**config.mk**
```make
export PLATFORM = sky130hd
export DESIGN_NAME = tbd_datapath
export DESIGN_NICKNAME = d
export VERILOG_FILES = /design/src/hdl/tbd_pkg.sv /design/src/hdl/tbd_datapath.sv
export VERILOG_INCLUDE_DIRS = /design/src /design/src/hdl
export SDC_FILE = /design/constraint.sdc
export NUM_CORES = 2
export LEC_CHECK = 0
export BUFFER_PORTS_ARGS = -buffer_cell sky130_fd_sc_hd__buf_2
export CAP_MARGIN = 20
export CORE_ASPECT_RATIO = 1.2
export CORE_MARGIN = 1.5
export CORE_UTILIZATION = 40
export DETAILED_ROUTE_END_ITERATION = 10
export PLACE_DENSITY = 0.58
export SYNTH_ARGS = -nofsm -noshare
export SYNTH_HDL_FRONTEND = slang
export SYNTH_SLANG_ARGS = --single-unit
```
**constraint.sdc**
```tcl
create_clock -name ref_clk -period 65.4 [get_ports ref_clk]
set_input_delay 13.08 -clock ref_clk [delete_from_list [all_inputs] [get_ports ref_clk]]
set_output_delay 13.08 -clock ref_clk [all_outputs]
set_load 0.005 [all_outputs]
```
**src/hdl/tbd_defines.svh**
```systemverilog
// constants for the time and bit decode/encode datapath
`ifndef TBD_DEFINES_SVH
`define TBD_DEFINES_SVH

// register offsets (byte addresses)
`define TBD_REG_CTRL        8'h00
`define TBD_REG_STATUS      8'h04
`define TBD_REG_COUNT       8'h08

// register fields and reset values
`define TBD_CTRL_ENABLE_BIT 0
`define TBD_CTRL_RESET      1'b1
`define TBD_ST_BUSY_BIT     0
`define TBD_ST_ERROR_BIT    1
`define TBD_ST_ZERO_BIT     2

// control word digit positions
`define TBD_CW_START_LSB    0
`define TBD_CW_COUNT_LSB    4
`define TBD_CW_UNUSED_LSB   8
`define TBD_CW_MODE_LSB     12

// control word limits
`define TBD_MODE_NIBBLE     4'h0
`define TBD_MODE_BYTE       4'h1
`define TBD_NIBBLE_MAX      4'h3
`define TBD_BYTE_MAX        4'h1

// time conversion limits and group size
`define TBD_SECS_LIMIT      27'd36000000
`define TBD_SECS_PER_HOUR   27'd3600
`define TBD_SECS_PER_MIN    12'd60
`define TBD_GROUP_WORDS     5'd16

`endif

```
**src/hdl/tbd_pkg.sv**
```systemverilog
// types for the time and bit decode/encode datapath
package tbd_pkg;

    typedef enum logic [1:0] {
        TBD_OP_SECONDS_TO_TIME,
        TBD_OP_ONE_HOT_DECODE,
        TBD_OP_PRIORITY_ENCODE,
        TBD_OP_UNDEFINED
    } tbd_op_t;

    typedef enum logic [0:0] {
        TBD_IDLE,
        TBD_RUN
    } tbd_state_t;

    typedef struct packed {
        tbd_op_t           op;
        logic              exec;
        logic [15:0]       ctrl;
        logic              src_span_ok;
        logic              dst_span_ok;
        logic [15:0]       res_init;
        logic [31:0][15:0] src;
    } tbd_req_t;

    typedef struct packed {
        logic        we;
        logic [4:0]  idx;
        logic [15:0] data;
        logic        done;
        logic        error_flag;
        logic        zero_flag;
    } tbd_res_t;

    typedef struct packed {
        tbd_state_t  state;
        logic [4:0]  step;
        logic [4:0]  last;
        tbd_req_t    req;
        logic [15:0] work;
        tbd_res_t    res;
        logic        enable;
        logic [15:0] op_count;
        logic [31:0] rdata;
    } tbd_st_t;

endpackage : tbd_pkg

```
**src/hdl/tbd_datapath.sv**
```systemverilog
// time and bit decode/encode datapath for the controller sequencer
// Functional notes
// - seconds/minutes in word0, hours in word1, BCD
// - error on non-BCD or 36,000,000 seconds up
// - result bounded to 9999h 59m 59s
// - error when operand words span areas
// - time conversion zero flag follows result
// - execution condition low: nothing is written
// - mode digit 0 nibble, 1 byte decoding
// - start and count both from control word
// - each digit sets one bit per word
// - digit selection wraps to lowest source digit
// - each byte sets one bit in 16 words
// - byte index 0 low, 1 high
// - decode error on bad control or area
// - encode highest set bit into one digit
// - up to four words, result digit wraps
// - 256-bit group encodes into one byte
// - encode error when no bit is set
// - encode error on bad control or area
`include "tbd_defines.svh"

module tbd_datapath (
    // clock and reset
    input  wire logic              ref_clk,
    input  wire logic              sys_rst,
    // request from the sequencer
    input  wire logic              req_valid,
    input  wire tbd_pkg::tbd_req_t req,
    output logic                   req_ready,
    // result words and flags
    output tbd_pkg::tbd_res_t      res,
    // register port
    input  wire logic [7:0]        reg_addr,
    input  wire logic [31:0]       reg_wdata,
    input  wire logic              reg_wr,
    input  wire logic              reg_rd,
    output logic [31:0]            reg_rdata
);
    import tbd_pkg::*;

    tbd_st_t s;
    tbd_st_t next_s;

    function automatic logic is_bcd(input logic [15:0] w);
        logic ok;
        ok = 1'b1;
        for (int i = 0; i < 4; i++)
        begin
            if (w[4*i +: 4] > 4'h9)
                ok = 1'b0;
        end
        return ok;
    endfunction : is_bcd

    function automatic logic [26:0] bcd_to_bin(input logic [31:0] d);
        logic [26:0] v;
        v = '0;
        for (int i = 7; i >= 0; i--)
        begin
            v = 27'(v * 27'd10 + 27'(d[4*i +: 4]));
        end
        return v;
    endfunction : bcd_to_bin

    function automatic logic [15:0] bin_to_bcd(input logic [13:0] b);
        logic [15:0] r;
        logic [13:0] t;
        t = b;
        r = '0;
        for (int i = 0; i < 4; i++)
        begin
            r[4*i +: 4] = 4'(t % 14'd10);
            t = t / 14'd10;
        end
        return r;
    endfunction : bin_to_bcd

    function automatic logic [3:0] top_bit(input logic [15:0] w);
        logic [3:0] p;
        p = '0;
        for (int i = 0; i < 16; i++)
        begin
            if (w[i])
                p = 4'(i);
        end
        return p;
    endfunction : top_bit

    // group g starts at source word 16*g
    function automatic logic [7:0] top_bit_256(input logic [31:0][15:0] src, input logic g);
        logic [7:0] p;
        p = '0;
        for (int i = 0; i < 16; i++)
        begin
            if (src[{g, 4'(i)}] != 16'h0)
                p = {4'(i), top_bit(src[{g, 4'(i)}])};
        end
        return p;
    endfunction : top_bit_256

    // request-side decode, evaluated on the incoming request
    logic [3:0]  in_start;
    logic [3:0]  in_count;
    logic [3:0]  in_mode;
    logic        in_bad_ctrl;
    logic        in_empty_src;
    logic        in_err;
    logic [26:0] in_secs;

    always_comb
    begin
        in_start     = req.ctrl[`TBD_CW_START_LSB +: 4];
        in_count     = req.ctrl[`TBD_CW_COUNT_LSB +: 4];
        in_mode      = req.ctrl[`TBD_CW_MODE_LSB +: 4];
        in_secs      = bcd_to_bin({req.src[1], req.src[0]});
        in_bad_ctrl  = req.ctrl[`TBD_CW_UNUSED_LSB +: 4] != 4'h0;
        // mode selects nibble or byte form
        // low digits checked against the mode limit
        if (in_mode == `TBD_MODE_NIBBLE)
            in_bad_ctrl = in_bad_ctrl || in_start > `TBD_NIBBLE_MAX || in_count > `TBD_NIBBLE_MAX;
        else if (in_mode == `TBD_MODE_BYTE)
            in_bad_ctrl = in_bad_ctrl || in_start > `TBD_BYTE_MAX || in_count > `TBD_BYTE_MAX;
        else
            in_bad_ctrl = 1'b1;
        // every encoded word or group needs a set bit
        in_empty_src = 1'b0;
        for (int k = 0; k < 4; k++)
        begin
            if (4'(k) <= in_count)
            begin
                if (in_mode == `TBD_MODE_NIBBLE && req.src[k] == 16'h0)
                    in_empty_src = 1'b1;
                if (in_mode == `TBD_MODE_BYTE && k < 2 && req.src[16*k +: 16] == '0)
                    in_empty_src = 1'b1;
            end
        end
        case (req.op)
            TBD_OP_SECONDS_TO_TIME:
            begin
                // both operand pairs in one area
                in_err = !is_bcd(req.src[0]) || !is_bcd(req.src[1])
                    || in_secs >= `TBD_SECS_LIMIT || !req.src_span_ok || !req.dst_span_ok;
            end
            TBD_OP_ONE_HOT_DECODE:
            begin
                // bad control or split result area
                in_err = in_bad_ctrl || !req.dst_span_ok;
            end
            TBD_OP_PRIORITY_ENCODE:
            begin
                // bad control or split source area
                in_err = in_bad_ctrl || !req.src_span_ok || in_empty_src;
            end
            default:
            begin
                in_err = 1'b1;
            end
        endcase
    end

    // time conversion on the held request
    logic [26:0] t_secs;
    logic [13:0] t_hours;
    logic [11:0] t_rem;
    logic [15:0] t_min_bcd;
    logic [15:0] t_sec_bcd;
    logic [15:0] t_word0;
    logic [15:0] t_word1;

    always_comb
    begin
        t_secs  = bcd_to_bin({s.req.src[1], s.req.src[0]});
        // below the limit, hours stay under 10000
        t_hours = 14'(t_secs / `TBD_SECS_PER_HOUR);
        t_rem   = 12'(t_secs % `TBD_SECS_PER_HOUR);
        // seconds low byte, minutes high byte, hours next word
        // a function result cannot be part-selected, so it is held first
        t_min_bcd = bin_to_bcd(14'(t_rem / `TBD_SECS_PER_MIN));
        t_sec_bcd = bin_to_bcd(14'(t_rem % `TBD_SECS_PER_MIN));
        t_word0   = {t_min_bcd[7:0], t_sec_bcd[7:0]};
        t_word1   = bin_to_bcd(t_hours);
    end

    // held control word fields
    logic [3:0] h_start;
    logic       h_byte;
    logic [1:0] h_digit;
    logic       h_half;
    logic [7:0] h_src_byte;
    logic [7:0] h_code;
    logic       h_last;

    always_comb
    begin
        h_start    = s.req.ctrl[`TBD_CW_START_LSB +: 4];
        h_byte     = s.req.ctrl[`TBD_CW_MODE_LSB +: 4] == `TBD_MODE_BYTE;
        h_digit    = 2'(h_start[1:0] + s.step[1:0]);
        h_half     = h_start[0] ^ (s.req.op == TBD_OP_ONE_HOT_DECODE ? s.step[4] : s.step[0]);
        // index 0 low byte, 1 high byte
        h_src_byte = h_half ? s.req.src[0][15:8] : s.req.src[0][7:0];
        h_code     = top_bit_256(s.req.src, s.step[0]);
        h_last     = s.step == s.last;
    end

    always_comb
    begin
        next_s            = s;
        next_s.res.we     = 1'b0;
        next_s.res.done   = 1'b0;
        next_s.rdata      = '0;
        if (reg_wr && reg_addr == `TBD_REG_CTRL)
            next_s.enable = reg_wdata[`TBD_CTRL_ENABLE_BIT];
        if (reg_rd)
        begin
            case (reg_addr)
                `TBD_REG_CTRL:   next_s.rdata = {31'h0, s.enable};
                `TBD_REG_STATUS: next_s.rdata = {29'h0, s.res.zero_flag, s.res.error_flag,
                                                 s.state == TBD_RUN};
                `TBD_REG_COUNT:  next_s.rdata = {16'h0, s.op_count};
                default:         next_s.rdata = '0;
            endcase
        end
        case (s.state)
            TBD_IDLE:
            begin
                if (req_valid && s.enable)
                begin
                    next_s.req  = req;
                    next_s.work = req.res_init;
                    next_s.step = '0;
                    // count taken from the control word except time conversion, fixed at two words
                    if (req.op == TBD_OP_SECONDS_TO_TIME)
                        next_s.last = 5'h1;
                    else if (req.op == TBD_OP_ONE_HOT_DECODE && in_mode == `TBD_MODE_BYTE)
                        next_s.last = 5'({in_count[0], 4'hf});
                    else
                        next_s.last = 5'(in_count);
                    if (!req.exec)
                    begin
                        next_s.res.done = 1'b1;
                        next_s.res.error_flag = 1'b0;
                    end
                    // error completes at once, no write
                    else if (in_err)
                    begin
                        next_s.res.done       = 1'b1;
                        next_s.res.error_flag = 1'b1;
                        next_s.op_count       = 16'(s.op_count + 16'h1);
                    end
                    else
                    begin
                        next_s.state = TBD_RUN;
                    end
                end
            end
            TBD_RUN:
            begin
                next_s.res.idx = s.step;
                case (s.req.op)
                    TBD_OP_SECONDS_TO_TIME:
                    begin
                        next_s.res.we   = 1'b1;
                        next_s.res.data = s.step[0] ? t_word1 : t_word0;
                    end
                    TBD_OP_ONE_HOT_DECODE:
                    begin
                        next_s.res.we = 1'b1;
                        // one bit across the 16-word group
                        if (h_byte)
                            next_s.res.data = (h_src_byte[7:4] == s.step[3:0])
                                ? 16'h1 << h_src_byte[3:0] : 16'h0;
                        else
                            next_s.res.data = 16'h1 << s.req.src[0][4*h_digit +: 4];
                    end
                    default:
                    begin
                        // group position into a result byte
                        if (h_byte)
                            next_s.work[8*h_half +: 8] = h_code;
                        // top bit number into a digit
                        // result digit wraps past the top
                        else
                            next_s.work[4*h_digit +: 4] = top_bit(s.req.src[s.step[1:0]]);
                        next_s.res.we   = h_last;
                        next_s.res.idx  = '0;
                        next_s.res.data = next_s.work;
                    end
                endcase
                next_s.step = 5'(s.step + 5'h1);
                if (h_last)
                begin
                    next_s.state          = TBD_IDLE;
                    next_s.res.done       = 1'b1;
                    next_s.res.error_flag = 1'b0;
                    next_s.op_count       = 16'(s.op_count + 16'h1);
                    // zero flag only from the time result
                    if (s.req.op == TBD_OP_SECONDS_TO_TIME)
                        next_s.res.zero_flag = t_secs == 27'h0;
                end
            end
            default:
            begin
                next_s.state = TBD_IDLE;
            end
        endcase
    end

    // state register; the held request is wide but only loads on accept
    always_ff @(posedge ref_clk or posedge sys_rst)
    begin
        if (sys_rst)
        begin
            s        <= '0;
            s.enable <= `TBD_CTRL_RESET;
        end
        else
        begin
            s <= next_s;
        end
    end

    assign req_ready = s.state == TBD_IDLE && s.enable;
    assign res       = s.res;
    assign reg_rdata = s.rdata;

endmodule : tbd_datapath

```
Word level (Yosys, flattened, before mapping)
Index checks and enable logic that the tools add are counted.
{ "word_totals": {"regBits": 650, "input_bits": 594, "out_inout_bits": 58, "word_cells": 583} }
{ "classes": {"n_addsub": 19, "mul": 14, "n_div": 17, "magnitude_cmp": 34, "eq_ne": 15, "shifts": 7, "muxes": 365, "n_bitwise": 2, "reduce_logical": 59} }
{ "op_table": {"columns": ["cell", "n"], "rows": [
  ["4-bit 2-to-1 mux", 242],
  ["16-bit 2-to-1 mux", 43],
  ["576-bit 2-to-1 mux", 1],
  ["256-bit zero test", 2],
  ["16-bit nonzero test", 16],
  ["27-bit by 4-bit adder with 27-bit output", 6],
  ["8-bit 2-to-1 mux", 16],
  ["14-bit by 4-bit remainder unit with 14-bit output, second input constant", 8],
  ["27-bit by 3-bit multiplier with 26-bit output, second input constant", 4],
  ["5-bit by 6-bit < comparator with 1-bit output, second input constant", 16],
  ["16-bit case mux with 2 select lines", 3],
  ["14-bit by 4-bit divider with 14-bit output, second input constant", 5],
  ["4-bit negation with 34-bit output", 2],
  ["16-bit zero test", 4],
  ["24-bit by 3-bit multiplier with 26-bit output, second input constant", 2],
  ["23-bit by 4-bit adder with 24-bit output", 2],
  ["16-bit case mux with 3 select lines", 1],
  ["1-bit 2-to-1 mux", 45],
  ["19-bit by 3-bit multiplier with 22-bit output, second input constant", 2],
  ["18-bit by 4-bit adder with 19-bit output", 2],
  ["14-bit by 3-bit multiplier with 17-bit output, second input constant", 2],
  ["4-bit by 34-bit variable shift with 16-bit output, first input constant", 1],
  ["8-bit by 34-bit variable shift with 16-bit output, first input constant", 1],
  ["4-bit by 34-bit variable part select with 16-bit output", 1],
  ["54 further kinds", 105]
]} }

Longest topological paths before layout
{ "logic_depth": {"depth_word": 38, "ltp_mapped": 135, "depth_no_buf": 124} }

Least setup slack after synthesis
No wires, ideal clock.
{ "synth_timing": {"kind": "reg2reg", "from": "register s[119] (netlist name)", "to": "register s, in the netlist res[5]", "setup_time_ns": 0.120, "arrival_time_ns": 28.015, "required_ns": 65.280, "path_slack_ns": 37.266, "stages_incl_launch_ff": 117, "path_buffers": 5, "synth_period_minus_slack_ns": 28.134, "path_cell_list": "dfrtp_1 -> ha_1 -> ha_1 -> inv_1 -> fa_1 -> xor2_1 -> ha_1 -> ha_1 -> xnor2_1 -> or3b_2 -> xnor2_1 -> ha_1 -> ha_1 -> a21oi_1 -> xnor2_1 -> and3_1 -> nand2_1 -> xnor2_1 -> [... 81 more ...] -> or3_1 -> a311oi_1 -> o31a_1 -> buf_4 -> a21oi_1 -> a2111oi_2 -> a311o_1 -> a311oi_1 -> a21oi_1 -> inv_1 -> ha_1 -> and3_1 -> o2bb2ai_1 -> xnor2_1 -> ha_1 -> a21boi_1 -> o22ai_1 -> a31o_1"} }
{ "synth_between": {"elab_chain_len": 24, "elab_cells_between_ends": 55, "cone_classes": "add/sub (7); mul (7); div (5); shift (2); mux (33); reduce/logical (1)"} }
{ "synth_rtl": {"columns": ["item", "line", "source"], "rows": [
  ["start: declaration", "tbd_datapath.sv:42", "tbd_st_t s;"],
  ["start signal: assignment", "tbd_datapath.sv:319", "s <= next_s;"],
  ["parallel branches: the longest is 23 deep, another holds 27-bit by 4-bit adder with 27-bit output", null, null],
  ["16-bit case mux with 2 select lines *", "tbd_datapath.sv:260", "case (s.req.op)"]
]} }
Every way passes the cells marked *. The select of a mux whose other input is x is not followed.
A chain may end at the register's enable or synchronous reset.

Worst setup path in the final report
{ "layout_timing": {"from": "register s[121] (netlist name)", "to": "register s, in the netlist res[5]"} }
{ "layout_between": {"elab_chain_len": 22, "elab_cells_between_ends": 51, "cone_classes": "add/sub (7); mul (7); div (5); shift (2); mux (29); reduce/logical (1)"} }
{ "layout_rtl": {"columns": ["item", "line"], "rows": [
  ["parallel branches: the longest is 21 deep, another holds 27-bit by 4-bit adder with 27-bit output", null],
  ["16-bit case mux with 2 select lines *", "tbd_datapath.sv:260"]
]} }
Marked as above.

==> run metrics <==
status finished, final reports clean; most frequent cells after synthesis nand2_1 (1773), nor2_1 (651), dfrtp_1 (604), ha_1 (476), a21oi_1 (461); final hold viol count 0; Total Routing Usage GR 28.5%; Pins Over Slew Limit 0; Via Count 57600; first-pass GRT wire length 324000 um; crit path kind reg2reg; DR vias/cell 5.74; RSZ-0062 raised after global routing false; I/O pins 652; Die Wd 350 um; hold_buf cts 0; warning count from the yosys run 0; crit end category flip-flop; post-synthesis sequential area ratio 26.2%; FF+latch count, synth 605; CTS resizes 0; initial antenna violation count 56; Critical Path Start Type flip-flop; area grow syn2layout 12.1%; Rel. slew slack 22.6%; DRC errors left 0; measured slew at the worst slew-check pin 1150 ps; Reg clk slew, reported paths 60 ps; GPL Wtd Cong 0.981; largest fanout on the critical path 18; Critical Path Max Stage Delay 820 ps; final setup vio count 0; clk_skew 82.4 ps; area of the mapped netlist 57900 sq um; die height 420 um; DIE AREA 147000 sq um; vias in the first global route 55900; Setup TNS 0 ps; CP max stage cell o31ai_4; Routed Wire Length 214000 um; detailed router's first-iteration violation count 4317; TritonCTS Sinks 605; Synth area leader dfrtp_1; ys async rst share 100%; fin crit share 52.2%; routed wl met3 12300 um; Crit path required time 66010 ps; Fmax 29.3 MHz; largest net degree at the start of global routing 198; Initial Util 40.4%; Antenna Nets Post-Route 0; grt ovf 0; routed len/inst 21.4 um; M1 wire length 82600 um; number of flops mapped to enable cells by yosys 0; Worst-Skew Late Latency 720 ps; count leader, synth nand2_1; Filler cells 14800; Max-Cap Viols 0; CTS Buf Count 71; Post-CTS Setup Inserts 0; Hold WC Path Type reg2reg; ys flop type dfrtp_1; Final min period 34150 ps; DR WL met2 106000 um; cell mode on critical path ha_1; FP Rows 152; synthesized instance count 7592; DRT Pass-1 Iters 7; TritonCTS clock tree yes; worst-case clock buffer depth 3; I/O Buffers 604; ranking of synthesized cells by area dfrtp_1 (26%), nand2_1 (11%), ha_1 (10%); nets@finish 9124; post-DP HPWL 173000 um; Critical Path AT 34760 ps; DR top layer met5; Yosys cell types 151; syn avg cell area 7.63 sq um; H-tree levels 3; clk root buf clkbuf_16; proportion of layout cells with a drive suffix above 1 12.1%; Synth top area share 26.1%; core area 143000 sq um
==> registers in the layout, summed over array words and instances, names as in the netlist <==
| register | flops |
|---|---|
| s | 562 |
| res | 25 |
| reg_rdata | 16 |
| h_start | 2 |
==> path summary, 6_finish.rpt <==
check                                   start                      end  slack [ps]  cells past startpoint
max reg2reg                s[121]$_DFFE_PP0P_       res[5]$_DFFE_PP0P_       31250                    118
max                        s[121]$_DFFE_PP0P_       res[5]$_DFFE_PP0P_       31250                    118
min reg2reg                 s[47]$_DFFE_PP0P_        s[47]$_DFFE_PP0P_         450                      1
min in group asynchronous             sys_rst       s[195]$_DFFE_PP0P_       12470                      2
min                         s[47]$_DFFE_PP0P_        s[47]$_DFFE_PP0P_         450                      1
max in group asynchronous             sys_rst  reg_rdata[15]$_DFF_PP0_       48980                      6
==> cell type report <==
cell class                      instances  area, sq um  share of cell area, %
Inverter                              315         1190                   1.84
Timing Repair Buffer                  652         3410                   5.25
Antenna cell                           26         65.1                  0.100
Tap cell                             1925         2410                   3.71
Clock buffer                          100         2030                   3.12
Sequential cell                       605        15100                   23.3
Multi-Input combinational cell       6381        40100                   61.8
Clock inverter                         29          563                  0.867
==> cell families after synthesis <==
kind of cell             after synthesis  synth area share (%)
adder cells (fa/ha/maj)              516                  11.5
flip-flops                           605                  26.2
AND/OR/NAND/NOR                     3522                  27.6
multiplexers                          83                  1.93
XOR/XNOR                             499                  7.70
buffers and inverters                625                  4.79
AO/OA/AOI/OAI                       1741                  20.4
other                                  1               0.00648
==> metrics by stage <==
step	cells	worst slack, ps	hold WS [ps]	cell area (sq um)	util [%]
CTS	10000	31190	462	64800	45.2
global route	10000	28270	493	64900	45.2
floorplan	7611	35390	434	58000	-
global placement	9872	31610	450	62200	43.4
finish	10000	31250	455	64900	45.3
detailed placement	9873	31210	452	62200	43.4
==> per-layer routing <==
layer	up-vias	track usage, %
met5	-	0
met4	40	16.3
met3	472	4.36
met2	1804	50.6
met1	27500	32.3
li1	27800	-
==> worst max-delay path: cells and delay by family, from the launching register on <==
family                   cells  cell delay [ps]
multiplexers                 1              640
AO/OA/AOI/OAI               48            15290
XOR/XNOR                    12             3100
buffers and inverters        6              540
AND/OR/NAND/NOR             33             8160
adder cells (fa/ha/maj)     18             5680
flip-flops                   1              590
==> cells in the final DEF, fill, tap and decap left out, types with 75 or more instances in the layout <==
cell type and instances:
nor3_1 205, nand4_1 75, nand2_1 1772, o21ai_0 316
xnor2_1 304, or3_1 118, dfrtp_1 603, a21oi_1 461
nor2_1 650, a31oi_1 78, inv_1 310, buf_2 608
ha_1 476, nand3_1 125, xor2_1 185, o31ai_1 110
a21o_1 92, o21bai_1 81, nor4_1 170
Power is left out: the tool's default activity adds up to more than one toggle a clock period on the data nets, which glitch-free logic cannot reach.
